## src/inc/adcsr_params.svh

```systemverilog
/*
 constants for the pin-configured converter serial readout block.
 assumes a 10 MHz master clock; included by its bare name.
*/
`ifndef ADCSR_PARAMS_SVH
`define ADCSR_PARAMS_SVH

`define ADCSR_CLK_PERIOD_NS     100
`define ADCSR_WORD_BITS         24
`define ADCSR_HOST_GAP_CLKS     3
`define ADCSR_POS_FULL_SCALE    24'h7fffff
`define ADCSR_NEG_FULL_SCALE    24'h800000
`define ADCSR_RATE_BASE_CLKS    64
`define ADCSR_START_PW_CLKS     1

`endif

```

## src/inc/adcsr_pkg.sv

```systemverilog
/*
 types for the converter serial readout block.
 assumes nothing beyond the params header.
*/
package adcsr_pkg;

    typedef enum logic [1:0] {
        ADCSR_IDLE  = 2'b00,
        ADCSR_CONV  = 2'b01,
        ADCSR_READY = 2'b10,
        ADCSR_SHIFT = 2'b11
    } adcsr_phase_t;

    typedef struct packed {
        logic       filter_path_sel;
        logic       low_latency_variant_sel;
        logic [1:0] data_rate_sel;
        logic       sclk_source_ext;
        logic       cmos_sel;
    } adcsr_cfg_t;

    typedef struct packed {
        logic dout_p;
        logic dout_n;
        logic dout_oe;
        logic rdy_p;
        logic rdy_n;
        logic sclk_p;
        logic sclk_p_oe;
        logic sclk_n;
        logic sclk_n_oe;
    } adcsr_link_t;

endpackage

```

## src/rtl/adcsr_readout.sv

```systemverilog
/*
 control and serial result port of a 24-bit delta-sigma converter.
 assumes: one master clock, synchronous active-low reset, all pins
 except the master clock, reset and the filter core result come from outside and are synchronised here.
*/
`timescale 1ns/10ps
`default_nettype none
`include "adcsr_params.svh"

// Summary of operation
// - low latency pin picks settling or fast variant; here it is only copied to active_cfg and changes no timing
// - path pin picks wide-band or low-latency filter
// - start pin begins, resets and syncs conversion
// - chip select low enables readout
// - drive filter overrange flag output
// - internal shift clock drives both clock pins
// - external shift clock: negative pin tristated
// - positive clock pin direction follows source select
// - differential mode gives complementary data and ready
// - data advances after each shift clock rise
// - chip select high tristates data output
// - source select low internal, high external clock
// - interface pin low differential, high single-ended
// - power down low halts all activity
// - two's complement, saturating full-scale codes

module adcsr_readout
    import adcsr_pkg::*;
#(
    parameter int WORD_BITS      = `ADCSR_WORD_BITS,
    parameter int RATE_BASE_CLKS = `ADCSR_RATE_BASE_CLKS
)
(
    // clock and reset
    input  wire logic        clock,
    input  wire logic        rst_b,
    // configuration pins
    input  wire logic        filter_path_sel,
    input  wire logic        low_latency_variant_sel,
    input  wire logic [1:0]  data_rate_sel,
    input  wire logic        sclk_sel,
    input  wire logic        cmos_sel,
    input  wire logic        power_down_n,
    // conversion control
    input  wire logic        start,
    input  wire logic        cs_n,
    // result from the filter core
    input  wire logic [WORD_BITS-1:0] sample_in,
    input  wire logic        sample_overrange,
    // shift clock pin, positive side
    input  wire logic        sclk_p_in,
    // outputs
    output adcsr_link_t      link,
    output adcsr_cfg_t       active_cfg,
    output logic             result_ready_strobe,
    output logic             filter_overrange_flag,
    output logic             converting
);

    // ------------------------------------------------------------
    // parameter checks
    // ------------------------------------------------------------
    // the bit counter is five bits wide and the shifter fixed at 24
    if (WORD_BITS != 24)
    begin : g_bad_word
        $error("adcsr_readout: word width must be 24");
    end

    // slowest period is the base times sixteen, in sixteen bits
    if (RATE_BASE_CLKS < 8 || RATE_BASE_CLKS > 4095)
    begin : g_bad_rate
        $error("adcsr_readout: base period out of range");
    end

    // ------------------------------------------------------------
    // synchronisers
    // ------------------------------------------------------------
    localparam int NS = 9;

    typedef struct packed {
        logic [NS-1:0]          s1;
        logic [NS-1:0]          s2;
        logic                   start_d;
        logic                   sclk_d;
        logic                   sclk_d2;
        adcsr_phase_t           phase;
        logic [15:0]            rate_cnt;
        logic [WORD_BITS-1:0]   shreg;
        logic [4:0]             bits_left;
        logic                   int_sclk;
        logic                   bit_now;
        logic                   rdy;
        logic                   otr;
        logic                   conv;
        adcsr_cfg_t             cfg;
    } adcsr_state_t;

    adcsr_state_t st;
    adcsr_state_t next_st;

    // order here must match the unpack in the next-state logic
    logic [NS-1:0] raw_pins;
    assign raw_pins = {filter_path_sel, low_latency_variant_sel,
                       data_rate_sel, sclk_sel, cmos_sel,
                       power_down_n, start, cs_n};

    // ------------------------------------------------------------
    // helper functions
    // ------------------------------------------------------------
    // one-cycle rise from the present and the previous level
    function automatic logic rise
        (input logic now_lvl, input logic was_lvl);
        return now_lvl & ~was_lvl;
    endfunction

    // saturate the core result onto the full-scale codes
    function automatic logic [WORD_BITS-1:0] clamp
        (input logic [WORD_BITS-1:0] v, input logic ovr);
        logic [WORD_BITS-1:0] r;
        r = v;
        if (ovr)
            r = v[WORD_BITS-1] ? WORD_BITS'(`ADCSR_NEG_FULL_SCALE)
                               : WORD_BITS'(`ADCSR_POS_FULL_SCALE);
        return r;
    endfunction

    // conversion period: base doubled for each slower rate code
    function automatic logic [15:0] period
        (input logic [1:0] rate, input logic path);
        logic [15:0] p;
        p = 16'(RATE_BASE_CLKS) << (2'h3 - rate);
        if (path)
            p = 16'(p << 1);
        return p;
    endfunction

    // ------------------------------------------------------------
    // next state
    // ------------------------------------------------------------
    logic       p_path;
    logic       p_ll;
    logic       p_ext;
    logic       p_cmos;
    logic       p_pd_n;
    logic       p_start;
    logic       p_cs_n;
    logic [1:0] p_rate;
    logic       sclk_s;
    logic       sclk_rise;
    logic       start_rise;
    logic       shift_ev;

    always_comb
    begin
        next_st = st;
        // --------------------------------------------------------
        // pin sampling
        // --------------------------------------------------------
        next_st.s1 = raw_pins;
        next_st.s2 = st.s1;
        // every pin below is the twice-sampled copy
        {p_path, p_ll, p_rate, p_ext, p_cmos, p_pd_n, p_start, p_cs_n}
            = st.s2;
        // shift clock pin gets its own two-stage sync
        next_st.sclk_d = sclk_p_in;
        next_st.sclk_d2 = st.sclk_d;
        sclk_s = st.sclk_d2;
        sclk_rise = 1'b0;
        start_rise = rise(p_start, st.start_d);
        next_st.start_d = p_start;
        next_st.cfg = '{filter_path_sel:         p_path,
                        low_latency_variant_sel: p_ll,
                        data_rate_sel:           p_rate,
                        sclk_source_ext:         p_ext,
                        cmos_sel:                p_cmos};
        next_st.rdy = 1'b0;
        // internal shift clock toggles every master clock in the shift phase, else held low
        next_st.int_sclk = (st.phase == ADCSR_SHIFT) ? ~st.int_sclk
                                                     : 1'b0;
        shift_ev = 1'b0;
        if (st.cfg.sclk_source_ext)
        begin
            // external clock sampled; rise found by edge compare
            sclk_rise = rise(sclk_s, st.bit_now);
            next_st.bit_now = sclk_s;
            shift_ev = sclk_rise;
        end
        else
        begin
            next_st.bit_now = 1'b0;
            shift_ev = st.int_sclk;
        end
        // --------------------------------------------------------
        // conversion sequencer
        // --------------------------------------------------------
        // wait for start, convert, flag ready, then shift out
        unique case (st.phase)
            ADCSR_IDLE:
            begin
                next_st.conv = 1'b0;
                if (start_rise)
                begin
                    next_st.phase = ADCSR_CONV;
                    next_st.rate_cnt = period(p_rate, p_path);
                    next_st.conv = 1'b1;
                end
            end
            ADCSR_CONV:
            begin
                next_st.rate_cnt = st.rate_cnt - 16'h0001;
                if (st.rate_cnt == 16'h0001)
                begin
                    next_st.shreg = clamp(sample_in, sample_overrange);
                    next_st.otr = sample_overrange;
                    next_st.rdy = 1'b1;
                    next_st.phase = ADCSR_READY;
                    next_st.bits_left = 5'(WORD_BITS);
                end
            end
            ADCSR_READY:
            begin
                // first bit already on the pin after ready
                next_st.phase = ADCSR_SHIFT;
                // ready cycle is counted, so one less keeps the pace
                next_st.rate_cnt = period(p_rate, p_path) - 16'h0001;
            end
            ADCSR_SHIFT:
            begin
                next_st.rate_cnt = st.rate_cnt - 16'h0001;
                // the host owes a quiet gap before the next ready
                if (shift_ev && st.bits_left > 5'h01 && !p_cs_n)
                begin
                    next_st.shreg = {st.shreg[WORD_BITS-2:0], 1'b0};
                    next_st.bits_left = st.bits_left - 5'h01;
                end
                if (st.rate_cnt <= 16'(`ADCSR_HOST_GAP_CLKS))
                    next_st.phase = ADCSR_CONV;
            end
        endcase
        // restart resyncs the conversion cycle at any time
        if (start_rise && st.phase != ADCSR_IDLE)
        begin
            next_st.phase = ADCSR_CONV;
            next_st.rate_cnt = period(p_rate, p_path);
            next_st.rdy = 1'b0;
        end
        // power down outranks start; a fresh start is needed after
        if (!p_pd_n)
        begin
            next_st.phase = ADCSR_IDLE;
            next_st.conv = 1'b0;
            next_st.otr = 1'b0;
            next_st.int_sclk = 1'b0;
        end
    end

    // ------------------------------------------------------------
    // state register
    // ------------------------------------------------------------
    always_ff @(posedge clock)
    begin
        if (!rst_b)
            st <= '0;
        else
            st <= next_st;
    end

    // ------------------------------------------------------------
    // serial link pins
    // ------------------------------------------------------------
    logic diff;
    assign diff = ~st.cfg.cmos_sel;

    always_comb
    begin
        link.dout_p    = st.shreg[WORD_BITS-1];
        link.dout_n    = diff & ~st.shreg[WORD_BITS-1];
        // cs only passes the syncs, so tristate trails it two clocks
        link.dout_oe   = ~st.s2[0];
        link.rdy_p     = st.rdy;
        link.rdy_n     = diff & ~st.rdy;
        link.sclk_p    = st.int_sclk;
        link.sclk_p_oe = ~st.cfg.sclk_source_ext;
        link.sclk_n    = ~st.int_sclk;
        link.sclk_n_oe = ~st.cfg.sclk_source_ext;
    end

    // ------------------------------------------------------------
    // status outputs
    // ------------------------------------------------------------
    // flag holds until the next result lands or power down clears it
    assign active_cfg            = st.cfg;
    assign result_ready_strobe   = st.rdy;
    assign filter_overrange_flag = st.otr;
    assign converting            = st.conv;

endmodule
`default_nettype wire

```

## config.mk

```make
export PLATFORM = sky130hd
export DESIGN_NAME = adcsr_readout
export DESIGN_NICKNAME = d
export VERILOG_FILES = /design/src/inc/adcsr_pkg.sv /design/src/rtl/adcsr_readout.sv
export VERILOG_INCLUDE_DIRS = /design/src /design/src/inc
export SDC_FILE = /design/constraint.sdc
export NUM_CORES = 1
export LEC_CHECK = 0
export BUFFER_PORTS_ARGS = -buffer_cell sky130_fd_sc_hd__clkbuf_2
export CAP_MARGIN = 20
export CORE_MARGIN = 2
export CORE_UTILIZATION = 57
export DETAILED_ROUTE_END_ITERATION = 10
export PLACE_DENSITY = 0.79
export RECOVER_POWER = 50
export SYNTH_ARGS = -nofsm -noshare
export SYNTH_HDL_FRONTEND = slang
export SYNTH_SLANG_ARGS = --single-unit
```

## constraint.sdc

```tcl
create_clock -name clock -period 3.3 [get_ports clock]
set_clock_uncertainty 0.15 [all_clocks]
set_input_delay 0.33 -clock clock [delete_from_list [all_inputs] [get_ports clock]]
set_output_delay 0.33 -clock clock [all_outputs]
set_load 0.05 [all_outputs]
```

==> out/qor.yml <==
setup_path:
  cp_slowest_stage_delay_ns: 0.56
  critPathKind: "register to register"
  ff2ff_setup_slack_ns: 0.67
  worstPathMaxFanout: 24
  timing.critical_path.slowest_stage_cell: "sky130_fd_sc_hd__dfxtp_1"
  cp-start-kind: "register"
  end_kind: "register"
  path_cells: "ha_1 -> nor4b_1 -> o21ai_0 -> and2_1 -> a21oi_1 -> a211oi_1"
  timing.critical_path.required_ns: 3.36
  critical_path_data_arrival_time_ns: 2.68
placed_design:
  hpwlAfterDp_um: 5605
  io_buf_count: 54
  placedInstanceArea_mm2: 0.004099
  gp_routability_congestion: 0.8639
  dp_worst_setup_slack_ns: 0.7598
power_and_ir_drop:
  p_leak_uw: 0.001550
  maximum_ir_drop_on_the_vdd_rail_mv: 0.2754
  report.power.total_uw: 1959
  cellPowerDensity_mw_per_mm2: 455.5
drt:
  number_of_vias_per_cell_after_detailed_routing: 5.971
  dr.first_iter.drc_count: 220
  route.antenna.remaining_nets: 0
  final_wirelength_um: 8419
  drt-wirelength-per-cell_um: 14.29
  route.detailed.drc: 0
  vias: 3517
  dr_pass1_iterations: 5
cells_and_area:
  fin_area_mm2: 0.004302
  final_nets: 553
  syn_to_final_growth_pct: 10.30
  antenna_cells_inserted: 0
  final_layout_size_suffix_gt1_frac: 0.1297
logic_synthesis:
  postSynthNetCount: 525
  synth_warnings: 0
  synthesis.area_per_instance_um2: 8.193
  synth_cell_types: 56
  synth_flop_type: "sky130_fd_sc_hd__dfxtp_1"
  postSynth.asyncResetShare: 0
  netlist_instances: 476
  synth_top_cell_by_area: "sky130_fd_sc_hd__dfxtp_1"
  synth_edf_count: 0
  synthTopCellsByArea: "sky130_fd_sc_hd__dfxtp_1, sky130_fd_sc_hd__a21oi_1, sky130_fd_sc_hd__and2_1"
  yosys-top-cells-count: "sky130_fd_sc_hd__dfxtp_1, sky130_fd_sc_hd__a21oi_1, sky130_fd_sc_hd__nor2_1"
  synth.ff_latch_count: 79
  proportion_of_synthesized_chip_area_in_sequential_cells: 0.4055
  library_cell_with_the_highest_instance_count_after_synthesis: "sky130_fd_sc_hd__dfxtp_1"
  netlist_area_mm2: 0.003900
  post-synth-top-area-fraction: 0.4055
grt:
  grtUsageTotal: 0.2279
  antenna_violations_before_repair: 0
  grt_start_max_net_pins: 50
  global_route_wire_length_before_repair_um: 13990
  grt_pass1_vias: 3234
  grt-ovfl-total: 0
sta:
  report.final.hold_viol_count: 0
  finalSetupViolations: 0
  final-max-slew-violation-count: 0
  fin_crit_ns: 2.627
  worst_slack_ns: 0.6729
  timing.max_slew.rel_slack: 0.1264
  timing.setup.tns_ns: 0
  worst_slew_pin_slew_ns: 1.310
  layout_worst_path_cycle_share: 0.7961
  max_freq_mhz: 380.6
  unrepaired_setup_endpoints_after_global_routing: "no"
clock_tree:
  worst_path_clk_slew_ns: 0.09
  cts_resizes: 0
  h-tree-depth: 3
  clockRootBuffer: "sky130_fd_sc_hd__clkbuf_8"
  tritoncts_num_sinks: 79
  cts.hold.buffers_added: 0
  cts_buffer_count: 9
  post_cts.repair.setup_buffers: 0
  cts.path.max_buffers: 2
  clk_latency_ns: 0.35
  tritoncts: "done"
floorplanning:
  placeableCoreArea_mm2: 0.006719
  die_h_um: 86.72
  placementRows: 30
  floorplan.die_area_mm2: 0.007519
  initial_utilization: 0.5804
  die_w_um: 86.72
  design.portCount: 55
status:
  run_status: "finished clean"
hold_path:
  hold_path.class: "input port to register"
job:
  max-cap-violations: 0
## stage by stage
step	cells	util	hold WS, ns
floorplan	476	-	0.2619
global placement	573	0.6101	0.2621
detailed placement	573	0.6101	0.2681
CTS	589	0.6443	0.01794
global route	589	0.6402	0.01967
finish	589	0.6402	0.02653
## cells by family after synthesis
group           after synthesis  synth area share
mux                           4           0.01059
compound gates              147            0.2345
simple gates                173            0.2390
fa+ha+maj                    12           0.03850
flops                        79            0.4055
buf+inv                      61           0.07186
## final timing paths
| check | startpoint | cells after the start | to |
|---|---|---|---|
| worst max-delay path | st[56] | 6 | st[23] |
| worst max register to register | st[56] | 6 | st[23] |
| worst min-delay path | data_rate_sel[0] | 2 | next_st[66] |
| worst min register to register | next_st[65] | 1 | next_st[1] |
## flip-flops by register name, summed over array words and instances (netlist names)
signal,cells
converting,1
link,2
result_ready_strobe,1
st,48
p_pd_n,1
p_cs_n,1
next_st,17
active_cfg,6
filter_overrange_flag,1
sclk_s,1
## placed cells by master, fill, tap and decap left out, types with 2 or more instances in the layout
cell type                   count
sky130_fd_sc_hd__o31ai_1        5
sky130_fd_sc_hd__o21a_1         4
sky130_fd_sc_hd__clkbuf_1      20
sky130_fd_sc_hd__ha_1          12
sky130_fd_sc_hd__inv_6          4
sky130_fd_sc_hd__o211ai_1       3
sky130_fd_sc_hd__buf_4          4
sky130_fd_sc_hd__nand2_1       21
sky130_fd_sc_hd__a22oi_1        6
sky130_fd_sc_hd__mux2i_1        3
sky130_fd_sc_hd__nor4_1         2
sky130_fd_sc_hd__nor3_1        30
sky130_fd_sc_hd__o21ai_0       29
sky130_fd_sc_hd__o22ai_1        2
sky130_fd_sc_hd__a31oi_1        5
sky130_fd_sc_hd__or4_1          5
sky130_fd_sc_hd__dfxtp_1       79
sky130_fd_sc_hd__clkbuf_2      35
sky130_fd_sc_hd__bufinv_16      2
sky130_fd_sc_hd__a211oi_1      19
sky130_fd_sc_hd__nand3_1       11
sky130_fd_sc_hd__clkbuf_8       9
sky130_fd_sc_hd__a21oi_1       58
sky130_fd_sc_hd__nand4_1        4
sky130_fd_sc_hd__and2_1        15
sky130_fd_sc_hd__nand2b_1       6
sky130_fd_sc_hd__nor3b_1        3
sky130_fd_sc_hd__nor2_1        44
sky130_fd_sc_hd__nor4_2         2
sky130_fd_sc_hd__and2_0        16
sky130_fd_sc_hd__inv_1         19
sky130_fd_sc_hd__nand3b_1       2
sky130_fd_sc_hd__nor4b_1        2
## worst max-delay path: cells and delay by family (launching register included)
kind	cells	cell delay, ns
simple gates	2	0.87
fa+ha+maj	1	0.33
flops	1	0.56
compound gates	3	0.57
## power by group
| group | internal, uW | switching (uW) | leakage [uW] |
|---|---|---|---|
| Sequential | 970 | 9.20 | 0.000642 |
| Clock | 442 | 393 | 0.000117 |
| Combinational | 55.8 | 88.7 | 0.000791 |
| Total | 1470 | 491 | 0.00155 |
## per-layer routing
| layer | up-vias | track usage | wire length [um] | part of all wire |
|---|---|---|---|---|
| li1 | 1755 | - | - | - |
| met1 | 1639 | 0.2850 | 3750 | 0.45 |
| met2 | 110 | 0.3972 | 4059 | 0.48 |
| met3 | 13 | 0.03333 | 479 | 0.057 |
| met4 | 0 | 0.08523 | 129 | 0.015 |
| met5 | - | 0 | 0 | 0 |
## layout make-up
type | count | area (um2)
Multi-Input combinational cell | 336 | 2038
Clock buffer | 9 | 123.9
Timing Repair Buffer | 59 | 280.3
Tap cell | 80 | 100.1
Clock inverter | 7 | 106.4
Sequential cell | 79 | 1582
Inverter | 19 | 71.32
Fill cell | 588 | 2417
Note: power is estimated with default switching activity, not from simulation.
